`config.mk`:
```
export PLATFORM = sky130hd
export DESIGN_NAME = core_clock_power_modes
export DESIGN_NICKNAME = d
export VERILOG_FILES = /design/src/rtl/clk_power_pkg.sv /design/src/rtl/core_clock_power_modes.sv /design/src/rtl/core_clock_divider.sv
export SDC_FILE = /design/constraint.sdc
export NUM_CORES = 1
export LEC_CHECK = 0
export ABC_AREA = 0
export BUFFER_PORTS_ARGS = -buffer_cell sky130_fd_sc_hd__buf_2
export CAP_MARGIN = 10
export CELL_PAD_IN_SITES_DETAIL_PLACEMENT = 1
export CELL_PAD_IN_SITES_GLOBAL_PLACEMENT = 1
export CORE_ASPECT_RATIO = 0.7
export CORE_MARGIN = 1
export CORE_UTILIZATION = 42
export CTS_CLUSTER_SIZE = 30
export DETAILED_ROUTE_END_ITERATION = 16
export GPL_ROUTABILITY_DRIVEN = 0
export GPL_TIMING_DRIVEN = 0
export MAX_ROUTING_LAYER = met4
export PLACE_DENSITY = 0.95
export SYNTH_ARGS = -nofsm -noshare
export SYNTH_HDL_FRONTEND = slang
export SYNTH_SLANG_ARGS = --single-unit
```
`constraint.sdc`:
```
create_clock -name clock -period 3.45 [get_ports clock]
set_input_delay 0.69 -clock clock [delete_from_list [all_inputs] [get_ports clock]]
set_output_delay 0.69 -clock clock [all_outputs]
set_load 0.03 [all_outputs]
```
`src/rtl/clk_power_pkg.sv`:
```
package clk_power_pkg;
	// Clock control register layout
	localparam logic [7:0] CLOCK_CONTROL_RESET = 8'h10;
	localparam int PRESCALE_LSB = 0;
	localparam int PRESCALE_MSB = 2;
	localparam int AUTO_FULL_SPEED_BIT = 3;
	localparam int DEBUG_COMPARE_BIT = 4;
	localparam logic [7:0] CLOCK_CONTROL_WRITE_MASK = 8'h1f;
	// Power control register bits handled here
	localparam int IDLE_REQUEST_POS = 0;
	localparam int POWERDOWN_REQUEST_POS = 1;
	localparam logic [7:0] POWER_CONTROL_RESET = 8'h00;
	// Restart delay after supervisor reset, in core machine cycles
	localparam int RESTART_MACHINE_CYCLES = 3;
	localparam int CLOCKS_PER_MACHINE_CYCLE = 4;
	localparam int DIVIDER_WIDTH = 11;
	localparam logic [2:0] PRESCALE_FULL_SPEED = 3'h0;

	typedef enum logic [1:0]
	{
		MODE_RUN = 2'b00,
		MODE_IDLE = 2'b01,
		MODE_POWERDOWN = 2'b10,
		MODE_RESTART = 2'b11
	} power_mode_t;
endpackage

```
`src/rtl/core_clock_power_modes.sv`:
```
`timescale 1ns/100ps
// What this block does
// - Prescale codes divide by 1..32, 1024, 2048
// - Prescaler resets to zero, full speed
// - Debug comparator enable resets high, writable
// - Interrupt with auto bit forces prescale zero
// - New prescale value applies immediately
// - Peripheral clock never divided by prescaler
// - Idle gates the core and watchdog clocks
// - Idle keeps peripherals, resets alive; watchdog stopped
// - Idle exits on interrupt or supervisor reset
// - Port outputs hold during idle
// - Idle-setting instruction is the last executed
// - Core state preserved while idle
// - Enabled interrupt clears idle request bit
// - Resume after instruction that set idle
// - Supervisor reset clears idle, restart after three cycles
// - Power-down gates core and peripheral clocks
// - Power-down instruction is the last executed
// - Power-down stops oscillator, retains state
// - Only supervisor resets end power-down
// - No watchdog reset during power-down
module core_clock_power_modes
(
	input wire logic clock,
	input wire logic reset_n,
	input wire logic clock_control_write,
	input wire logic [7:0] clock_control_wdata,
	output logic [7:0] clock_control_rdata,
	input wire logic power_control_write,
	input wire logic [7:0] power_control_wdata,
	output logic [7:0] power_control_rdata,
	input wire logic core_interrupt,
	input wire logic supervisor_reset,
	input wire logic supervisor_reset_from_watchdog,
	output logic core_clock_enable,
	output logic watchdog_clock_enable,
	output logic peripheral_clock_enable,
	output logic oscillator_enable,
	output logic port_output_hold,
	output logic core_state_hold,
	output logic debug_compare_enable,
	output logic core_restart_hold,
	output logic [1:0] power_mode
);
	logic [2:0] prescale_ff;
	logic [2:0] nxt_prescale;
	logic auto_full_speed_on_irq_ff;
	logic nxt_auto_full_speed;
	logic debug_compare_ff;
	logic nxt_debug_compare;
	logic idle_request_bit_ff;
	logic nxt_idle_request_bit;
	logic powerdown_request_bit_ff;
	logic nxt_powerdown_request_bit;
	logic [7:0] power_control_reg_other_ff;
	logic [7:0] nxt_power_control_reg_other;
	clk_power_pkg::power_mode_t mode_ff;
	clk_power_pkg::power_mode_t nxt_mode;
	logic [3:0] restart_count_ff;
	logic [3:0] nxt_restart_count;
	logic core_tick;
	logic running;
	logic accepted_reset;

	localparam logic [3:0] RESTART_TICKS = 4'(clk_power_pkg::RESTART_MACHINE_CYCLES
		* clk_power_pkg::CLOCKS_PER_MACHINE_CYCLE);

	// Every clock stops, oscillator included
	function automatic logic clocks_stopped(input clk_power_pkg::power_mode_t m);
		clocks_stopped = (m == clk_power_pkg::MODE_POWERDOWN);
	endfunction

	// Either low-power state freezes the core and its pins
	function automatic logic low_power(input clk_power_pkg::power_mode_t m);
		low_power = (m == clk_power_pkg::MODE_IDLE)
			|| (m == clk_power_pkg::MODE_POWERDOWN);
	endfunction

	// Watchdog is already stopped in power-down; ignore its reset there too
	assign accepted_reset = supervisor_reset
		&& !(clocks_stopped(mode_ff)
		&& supervisor_reset_from_watchdog);

	// Register state group
	always_comb
	begin
		nxt_prescale = prescale_ff;
		nxt_auto_full_speed = auto_full_speed_on_irq_ff;
		nxt_debug_compare = debug_compare_ff;
		if (clock_control_write)
		begin
			nxt_prescale = clock_control_wdata[clk_power_pkg::PRESCALE_MSB:
				clk_power_pkg::PRESCALE_LSB];
			nxt_auto_full_speed = clock_control_wdata[clk_power_pkg::AUTO_FULL_SPEED_BIT];
			nxt_debug_compare = clock_control_wdata[clk_power_pkg::DEBUG_COMPARE_BIT];
		end
		// Interrupt wins over a same-cycle write that sets the auto bit, to restore full speed
		if (core_interrupt && nxt_auto_full_speed)
		begin
			nxt_prescale = clk_power_pkg::PRESCALE_FULL_SPEED;
		end
	end

	always_ff @(posedge clock)
	begin
		if (!reset_n)
		begin
			prescale_ff <= clk_power_pkg::CLOCK_CONTROL_RESET[2:0];
			auto_full_speed_on_irq_ff <= clk_power_pkg::CLOCK_CONTROL_RESET[3];
			debug_compare_ff <= clk_power_pkg::CLOCK_CONTROL_RESET[4];
		end
		else
		begin
			prescale_ff <= nxt_prescale;
			auto_full_speed_on_irq_ff <= nxt_auto_full_speed;
			debug_compare_ff <= nxt_debug_compare;
		end
	end

	// Power mode group
	always_comb
	begin
		nxt_idle_request_bit = idle_request_bit_ff;
		nxt_powerdown_request_bit = powerdown_request_bit_ff;
		nxt_power_control_reg_other = power_control_reg_other_ff;
		nxt_mode = mode_ff;
		nxt_restart_count = restart_count_ff;
		unique case (mode_ff)
			clk_power_pkg::MODE_RUN:
			begin
				if (power_control_write)
				begin
					nxt_power_control_reg_other = power_control_wdata & 8'hfc;
					nxt_idle_request_bit =
						power_control_wdata[clk_power_pkg::IDLE_REQUEST_POS];
					nxt_powerdown_request_bit =
						power_control_wdata[clk_power_pkg::POWERDOWN_REQUEST_POS];
					// Mode changes on the write itself: no further instruction
					if (nxt_powerdown_request_bit)
					begin
						nxt_mode = clk_power_pkg::MODE_POWERDOWN;
					end
					else if (nxt_idle_request_bit)
					begin
						nxt_mode = clk_power_pkg::MODE_IDLE;
					end
				end
			end
			clk_power_pkg::MODE_IDLE:
			begin
				if (accepted_reset)
				begin
					nxt_idle_request_bit = 1'b0;
					nxt_restart_count = RESTART_TICKS;
					nxt_mode = clk_power_pkg::MODE_RESTART;
				end
				else if (core_interrupt)
				begin
					// Core resumes at the next instruction; its PC was frozen
					nxt_idle_request_bit = 1'b0;
					nxt_mode = clk_power_pkg::MODE_RUN;
				end
			end
			clk_power_pkg::MODE_POWERDOWN:
			begin
				if (accepted_reset)
				begin
					nxt_idle_request_bit = 1'b0;
					nxt_powerdown_request_bit = 1'b0;
					nxt_restart_count = RESTART_TICKS;
					nxt_mode = clk_power_pkg::MODE_RESTART;
				end
			end
			clk_power_pkg::MODE_RESTART:
			begin
				if (restart_count_ff == 4'h1)
				begin
					nxt_mode = clk_power_pkg::MODE_RUN;
				end
				nxt_restart_count = restart_count_ff - 4'h1;
			end
		endcase
	end

	always_ff @(posedge clock)
	begin
		if (!reset_n)
		begin
			idle_request_bit_ff <= 1'b0;
			powerdown_request_bit_ff <= 1'b0;
			power_control_reg_other_ff <= clk_power_pkg::POWER_CONTROL_RESET;
			mode_ff <= clk_power_pkg::MODE_RUN;
			restart_count_ff <= 4'h0;
		end
		else
		begin
			idle_request_bit_ff <= nxt_idle_request_bit;
			powerdown_request_bit_ff <= nxt_powerdown_request_bit;
			power_control_reg_other_ff <= nxt_power_control_reg_other;
			mode_ff <= nxt_mode;
			restart_count_ff <= nxt_restart_count;
		end
	end

	assign running = (mode_ff == clk_power_pkg::MODE_RUN);

	core_clock_divider divider
	(
		.clock(clock),
		.reset_n(reset_n),
		.core_clock_prescale(prescale_ff),
		.run(running),
		.tick(core_tick)
	);

	assign core_clock_enable = core_tick;
	assign watchdog_clock_enable = core_tick;
	// Peripheral clock never sees the prescaler
	assign peripheral_clock_enable = !clocks_stopped(mode_ff);
	assign oscillator_enable = !clocks_stopped(mode_ff);
	assign port_output_hold = low_power(mode_ff);
	assign core_state_hold = !running;
	assign core_restart_hold = (mode_ff == clk_power_pkg::MODE_RESTART);
	assign debug_compare_enable = debug_compare_ff;
	assign power_mode = mode_ff;
	// Reserved bits read zero
	assign clock_control_rdata = {3'h0, debug_compare_ff, auto_full_speed_on_irq_ff,
		prescale_ff};
	assign power_control_rdata = {power_control_reg_other_ff[7:2], powerdown_request_bit_ff,
		idle_request_bit_ff};
endmodule

```
`src/rtl/core_clock_divider.sv`:
```
`timescale 1ns/100ps
module core_clock_divider
(
	input wire logic clock,
	input wire logic reset_n,
	input wire logic [2:0] core_clock_prescale,
	input wire logic run,
	output logic tick
);
	logic [clk_power_pkg::DIVIDER_WIDTH-1:0] count_ff;
	logic [clk_power_pkg::DIVIDER_WIDTH-1:0] nxt_count;
	logic [clk_power_pkg::DIVIDER_WIDTH-1:0] limit;
	logic nxt_tick;
	logic tick_ff;

	function automatic logic [clk_power_pkg::DIVIDER_WIDTH-1:0] divide_limit(
		input logic [2:0] code);
		unique case (code)
			3'h0: divide_limit = 11'h000;
			3'h1: divide_limit = 11'h001;
			3'h2: divide_limit = 11'h003;
			3'h3: divide_limit = 11'h007;
			3'h4: divide_limit = 11'h00f;
			3'h5: divide_limit = 11'h01f;
			3'h6: divide_limit = 11'h3ff;
			3'h7: divide_limit = 11'h7ff;
		endcase
	endfunction

	always_comb
	begin
		limit = divide_limit(core_clock_prescale);
		nxt_count = count_ff;
		nxt_tick = 1'b0;
		if (run)
		begin
			// Compare with >= so a new smaller divisor applies at once
			if (count_ff >= limit)
			begin
				nxt_count = '0;
				nxt_tick = 1'b1;
			end
			else
			begin
				nxt_count = count_ff + 11'h001;
			end
		end
	end

	always_ff @(posedge clock)
	begin
		if (!reset_n)
		begin
			count_ff <= '0;
			tick_ff <= 1'b0;
		end
		else
		begin
			count_ff <= nxt_count;
			tick_ff <= nxt_tick;
		end
	end

	// Divide-by-one must tick every cycle, so the enable is combinational
	assign tick = run && (limit == 11'h000 ? 1'b1 : tick_ff);
endmodule

```
==> metrics.md, run 1 <==
| Metric | Value |
|---|---|
| Num CTS Buffers | 5 |
| Register area share after synthesis | roughly 38% |
| Worst relative slew slack | 51.53% |
| Clk_skew | around 0.0068 ns |
| Via density per instance | about 5.4 |
| Clock sink count | 38 |
| Worst flop-to-flop path endpoint | divider.tick_ff |
| Setup TNS | 0 ns |
| Share of cells above drive strength 1 | roughly 22% |
| Mean cell area of the mapped netlist | 8.333 um2 |
| Final wirelength | approximately 5300 um |
| Reg clk slew, reported paths | about 0.08 ns |
| Final setup violation count | 0 |
| WL/cell | approximately 15 um |
| Starting density of the core | 45.08% |
| Area delta synth->final | 20.87% |
| Post-synth top area share | 37.88% |
| IO Port Bufs | 40 |
| Vias in the first global route | 1826 |
| Worst hold start | power_control_reg_other_ff[3] |
| Worst path arrival time | between 1.5 and 2 ns |
| CP Capture Type | output pin |
| Final min period | 2.559 ns |
| Max_cap viols | 0 |
| Grt total ovfl | 0 |
| Worst setup SP type | register |
| # resized after CTS | 0 |
| Final HPWL DP | ~4000 um |
| Final nets | around 330 |
| Final worst slack | between 0.8 and 0.9 ns |
| First-pass GRT wire length | just under 9000 um |
| Ports | between 40 and 50 |
| H-tree level count | 2 |
| Largest net degree at the start of global routing | 13 |
| CTS Hold Buffers Added | 0 |
| Clk Tree Root Cell | clkbuf_8 |
| Worst vdd rail ir drop | between 0.0005 and 0.0006 V |
| Clock buffer depth | 2 |
| Synth top area cells | dfxtp_1, ha_1, nand2_1 |
| Lkg Pwr | 1.115 nW |
| Pre-CTS setup slack | around 1.1 ns |
| Die Span Y | between 50 and 60 um |
| Fin util | 54.49% |
| Worst R2R Setup Slack | between 1 and 1.5 ns |
| Antenna violations before repair | 0 |
| CP Max Fanout | 10 |
| Tightest Pin Transition | 0.7271 ns |
| Row cnt | 20 |
| Reg2reg start | divider.limit[8] |
| Final antenna diode count | 0 |
| Synthesis Warnings | 0 |
| Worst path cell trace | inv_1, ha_1, buf_2, inv_1, nor2_1, buf_4, buf_2 |
| Max Fclk | 390.8 MHz |
| # DRC | 0 |
| RSZ-0062 raised after global routing | no |
| Pwr Density | ~770 nW/um2 |
| Synthesized instance count | 241 |
| Yosys top cell by area | dfxtp_1 |
| Hold Fails Final Rpt | 0 |
| Die X | approximately 85 um |
| Setup Crit Path Kind | register to output pin |
| First-pass detailed-route iteration total | 6 |
| Post-synthesis cell type count | 39 |
| Final Max Tran Viols | 0 |
| Buf/Inv on CP | 5 |
| #FFs+latches synth | 38 |
| Antenna Violating Nets Remaining | 0 |
| Hold Crit Endpoint | power_control_reg_other_ff[3] |
| Core box area | roughly 4500 um2 |
| Status | finished clean |
| Critical path's top delay family | buffers and inverters |
| Via Count | 1867 |
| Type of the worst min-delay path | register to register |
| Final Cycle Share | 74.17% |
| GRT Resource Usage Total | 23.27% |
| Post-CTS Setup Inserts | 0 |
| Slowest stage delay, CP | 0.44 ns |
| TritonCTS clock tree | done |
| R2R depth | 7 |
| CP required | roughly 2.8 ns |
| Clk_lat worst skew | about 0.31 ns |
| Initial DRC Count | 57 |
| WHS Path Cells | 2 |
| Die footprint | between 5000 and 6000 um2 |
| Crit-path slowest cell | dfxtp_1 |
| Synth Cell Area | about 2000 um2 |
| Total power | about 1.9 mW |
-- report_power, final --
| part | internal (mW) | total (mW) | switching (mW) |
|---|---|---|---|
| combinational | 0.272 | 0.818 | 0.547 |
| sequential | 0.505 | 0.564 | 0.0592 |
| clock | 0.308 | 0.478 | 0.169 |
-- flip-flops by register name, summed over array words and instances (netlist names) --
signal,count
idle_request_bit_ff,1
divider.count_ff,11
powerdown_request_bit_ff,1
divider.tick_ff,1
prescale_ff,3
auto_full_speed_on_irq_ff,1
debug_compare_enable,1
power_mode,2
restart_count_ff,4
power_control_reg_other_ff,6
divider.limit,7
-- worst reg2reg max path, cell delays in order (launching register included) --
cell      delay [ns]
dfxtp_1         0.31
inv_1           0.18
ha_1            0.29
a211oi_1        0.22
o21ai_0         0.13
a221oi_1        0.67
a21oi_2         0.29
and2_1          0.24
-- cells in the final DEF (no fill, tap or decap), types with 10 or more instances in the layout --
cell type  instances
inv_1             19
buf_2             43
nor3_1            12
nor2_1            17
nand2_1           27
dfxtp_1           38
a21oi_1           18
nand3_1           11
o21ai_0           10
ha_1              20
-- cell families (layout without fill, tap and decap cells) --
group           Yosys count  after routing  share of synthesized area (%)
simple gates             90             90                          21.31
compound gates           46             46                          14.33
flops                    38             38                          37.88
buf+inv                  34             82                          8.224
fa+ha+maj                20             20                          12.46
xor+xnor                  8              8                          3.489
mux                       4              4                          2.118
other cells               1              3                         0.1867
-- synthesized netlist by cell type, drive strengths merged --
cell / number
o211ai: 1
a21o: 1
a221o: 2
or2: 1
nor2b: 5
conb: 1
dfxtp: 38
a32oi: 1
a21oi: 19
nor4: 1
clkbuf: 2
a21bo: 1
or4b: 1
a41oi: 1
xnor2: 6
inv: 19
o22ai: 2
a211oi: 4
nand4: 7
o21ai: 10
nand3: 11
buf: 13
xor2: 2
mux2i: 2
and3: 2
and2: 4
nand2: 27
nand2b: 2
a221oi: 1
a2bb2oi: 1
nor2: 17
o21a: 2
nor3: 12
mux2: 2
ha: 20
-- metrics by stage --
| stage | area, um2 | instances | hold slack (ns) |
|---|---|---|---|
| detailed placement | 2285 | 338 | 0.4462 |
| finish | 2427 | 346 | 0.4528 |
| global placement | 2285 | 338 | 0.4397 |
| floorplan | 2016 | 243 | 0.4500 |
| global route | 2427 | 346 | 0.4745 |
| CTS | 2427 | 346 | 0.4572 |
-- cell type report --
type,count,area (um2)
Sequential cell,38,760.7
Inverter,19,71.32
Timing Repair Buffer,40,200.2
Multi-Input combinational cell,171,1090
Fill cell,572,2027
Tap cell,55,68.82
Buffer,15,93.84
Clock buffer,6,82.58
Clock inverter,2,60.06
-- how the worst max path moves through the flow --
stage | start | slack (ns) | to | depth (start not counted)
finish | power_mode[0] | 0.89 | watchdog_clock_enable | 7
global placement | divider.limit[8] | 1.20 | divider.tick_ff | 7
floorplan | power_mode[0] | 0.87 | watchdog_clock_enable | 6
CTS | power_mode[0] | 0.89 | watchdog_clock_enable | 7
detailed placement | divider.limit[8] | 1.11 | divider.tick_ff | 7
global route | power_mode[0] | 0.74 | watchdog_clock_enable | 7
-- per-layer routing --
layer | GRT usage, % | part of all wire, % | wire (um)
met4 | 4.358 | 0.80 | 42
met1 | 27.07 | 46 | 2453
met3 | 6.768 | 4.1 | 218
met2 | 41.00 | 49 | 2567
met5 | - | 0 | 0
Power figures use the tool's default switching activity.
==> inputs of run 2 (changes only) <==
- ABC_AREA: 0 -> 1
- CORE_UTILIZATION: 42 -> 34
- PLACE_DENSITY: 0.95 -> 0.85
- clock period: 3.45 -> 2.2 ns (I/O delays scaled with it)
==> run 2 against run 1 <==
  * Synthesized cell count increased by 18%
  * Non-clock buffer count fell by 2
  * First-iteration DRC count down 23%
  * Synthesized area grew 3.3%
  * Clock skew about the same
  * Critical path depth fell by 1
  * Global-route usage is 5.9 points lower
==> metrics.md, run 2 <==
| Metric | Value |
|---|---|
| Register area share after synthesis | 36.67% (-1.2 points) |
| Post-synthesis cell type count | 33 (-15%) |
| Via Count | 1864 (-0.16%) |
| M1 GR Usage | 22.13% (-4.9 points) |
| Antenna violations before repair | 0 (unchanged) |
| GRT Resource Usage Total | 17.34% (-5.9 points) |
| First-pass GRT wire length | 8135 um (-6.0%) |
| Synthesis Warnings | 0 (unchanged) |
| Clk_lat worst skew | 0.29 ns (-0.02 ns) |
| Grt total ovfl | 0 (unchanged) |
| Die Span Y | 67.36 um (+13%) |
| Fin util | 43.26% (-11 points) |
| GRT busiest layer | met2 |
| Most frequent cells in the layout | nand2_1, buf_2, nor2_1 |
| Post-CTS Setup Inserts | 0 (unchanged) |
| Pre-CTS setup slack | 0.2632 ns (-0.8495 ns) |
| Final antenna diode count | 0 (unchanged) |
| CP Max Fanout | 8 (-2) |
| Largest register FFs | 11 (unchanged) |
| Setup TNS | 0 ns (unchanged) |
| Worst setup SP type | register |
| Worst hold start | clock_control_wdata[4] |
| Worst vdd rail ir drop | 0.0003165 V (-38%) |
| Top_reg_cell synth | dfxtp_1 |
| Non-Filler Instances | 411 (+19%) |
| Via density per instance | 4.535 (-16%) |
| Final Cycle Share | a little over nine tenths |
| Largest net degree at the start of global routing | 12 (-1) |
| Synth async-reset ratio | 0% (unchanged) |
| Yosys top cell by area | dfxtp_1 |
| Worst path cell trace | inv_1, ha_4, inv_2, nor2_2, buf_4, buf_2 |
| H-tree level count | 2 (unchanged) |
| Final worst slack | 0.1136 ns (-0.7774 ns) |
| # DRC | 0 (unchanged) |
| Final Max Tran Viols | 0 (unchanged) |
| Slowest stage delay, CP | 0.45 ns (about the same) |
| Pwr Density | 1083 nW/um2 (+41%) |
| Max Fclk | about 480 MHz |
| TritonCTS clock tree | done |
| Reg2reg start | power_mode[1] |
| Core box area | 5813 um2 (+31%) |
| Post-synth top area share | 36.67% (-1.2 points) |
| Most flops, register | divider.count_ff |
| Hold Fails Final Rpt | 0 (unchanged) |
| Final setup violation count | 0 (unchanged) |
| Final HPWL DP | 4086 um (+1.8%) |
| Max_cap viols | 0 (unchanged) |
| Met2 track demand over resource | 27.86% (-13 points) |
| Lkg Pwr | 1.240 nW (+11%) |
| Synth top area cells | dfxtp_1, ha_1, nand2_1 |
| Crit-path slowest cell | dfxtp_1 |
| CTS Hold Buffers Added | 0 (unchanged) |
| CP Capture Type | output pin |
| Post-synth EDFFs | 0 (unchanged) |
| Clock buffer depth | 2 (unchanged) |
| RSZ-0062 raised after global routing | no |
| Placed cell count | 404 (+20%) |
| Die footprint | 6423 um2 (+27%) |
| Type of the worst min-delay path | input port to register |
| M3 GR Usage | 3.716% (-3.1 points) |
| Area delta synth->final | 21.23% |
| Worst path arrival time | 1.65 ns (-0.22 ns) |
| Initial DRC Count | 44 (-23%) |
| Ports | 49 (unchanged) |
| WL/cell | 12.26 um (-20%) |
| Clk Tree Root Cell | clkbuf_8 |
| Worst setup startpoint | power_mode[1] |
| Final min period | 2.086 ns |
| Die X | 95.36 um (+13%) |
| Share of cells above drive strength 1 | 21.73% (-0.61 points) |
| Clk_skew | 0.006319 ns (-0.0004580 ns) |
| Final nets | 379 (+14%) |
| Starting density of the core | 35.69% (-9.4 points) |
| Synth Cell Area | 2074 um2 (+3.3%) |
| Num CTS Buffers | 5 (unchanged) |
| Row cnt | 23 (+15%) |
| Synthesized instance count | 285 (+18%) |
| Most numerous cell in the Yosys netlist | nand2_1 |
| Vias in the first global route | 1753 (-4.0%) |
| Status | finished clean |
| IO Port Bufs | 42 (+5.0%) |
| Commonest non-fill, non-tap cell in the layout | nand2_1 |
| First-pass detailed-route iteration total | 4 (-2) |
| CP required | 1.76 ns (-1.00 ns) |
| Antenna Violating Nets Remaining | 0 (unchanged) |
| Mean cell area of the mapped netlist | 7.279 um2 (-13%) |
| #FFs+latches synth | 38 (unchanged) |
| Clock sink count | 38 (unchanged) |
| Reg clk slew, reported paths | 0.08 ns (about the same) |
| Final wirelength | 5037 um (-4.6%) |
| Setup Crit Path Kind | register to output pin |
| Total power | 2.723 mW (+46%) |
| Commonest cells post-synth | nand2_1, nor2_1, inv_1 |
-- run 2: cell count changes in the layout (fill, tap and decap cells not counted), sizes merged, moves of 6 or more --
cell / before / now
nand2: 27 / 64
nor2: 17 / 44
inv: 19 / 43
nor3: 12 / 4
nand4: 7 / 1
xor2: 2 / 8
-- run 2: worst max-delay path: cells and delay by family, from the launching register on --
family | cells | cell delay (ns)
and+or+nand+nor | 1 | 0.07
DFF | 1 | 0.45
buffers and inverters | 4 | 0.62
adders and majority gates | 1 | 0.22
-- run 2: kinds of logic (layout without fill, tap and decap cells) --
kind of cell / after synthesis / count (layout) / share of synthesized area (%)
xor gates and xnor gates: 10 / 10 / 4.222
AOI/OAI and AO/OA: 31 / 31 / 8.323
muxes: 1 / 1 / 0.4825
other: 1 / 3 / 0.1808
DFF: 38 / 38 / 36.67
and+or+nand+nor: 130 / 130 / 26.60
adders and majority gates: 20 / 20 / 12.06
buffers and inverters: 54 / 103 / 11.46
-- run 2: final timing paths --
path                            depth (start not counted)                    end  slack, ns
worst max-delay path                                    6  watchdog_clock_enable       0.11
worst min-delay path                                    3   debug_compare_enable       0.36
worst max register to register                          8    restart_count_ff[3]       0.28
worst min register to register                          2    idle_request_bit_ff       0.45
-- run 2: layout make-up --
type,count,area [um2]
Multi-Input combinational cell,195,1099
Timing Repair Buffer,42,210.2
Inverter,43,161.4
Clock inverter,1,30.03
Fill cell,752,3298
Sequential cell,38,762.0
Clock buffer,6,82.58
Tap cell,75,93.84
Buffer,11,76.32
-- run 2: through the flow --
step | cell area [um2] | hold WS (ns)
2_1_floorplan | 2085 | 0.4242
3_3_place_gp | 2389 | 0.4403
3_5_place_dp | 2389 | 0.4427
4_1_cts | 2505 | 0.3545
5_1_grt | 2515 | 0.3795
6_report | 2515 | 0.3578
-- run 2: metal layers --
layer | part of all wire [%] | wire length, um
met5 | 0 | 0
met1 | 50 | 2538
met4 | 1.1 | 53
met2 | 45 | 2265
met3 | 3.6 | 180
-- run 2: power breakdown --
part           leakage (nW)  total, mW  internal, mW  switching, mW
registers             0.311      0.890         0.801         0.0888
clock network        0.0573      0.610         0.363          0.247
logic                 0.871       1.22         0.415          0.808
-- run 2: timing repair --
item | 4_1_cts | 5_1_grt
pin swaps | 0 | 0
gates resized for setup | 2 | 1
setup endpoints to repair | 1 | 1
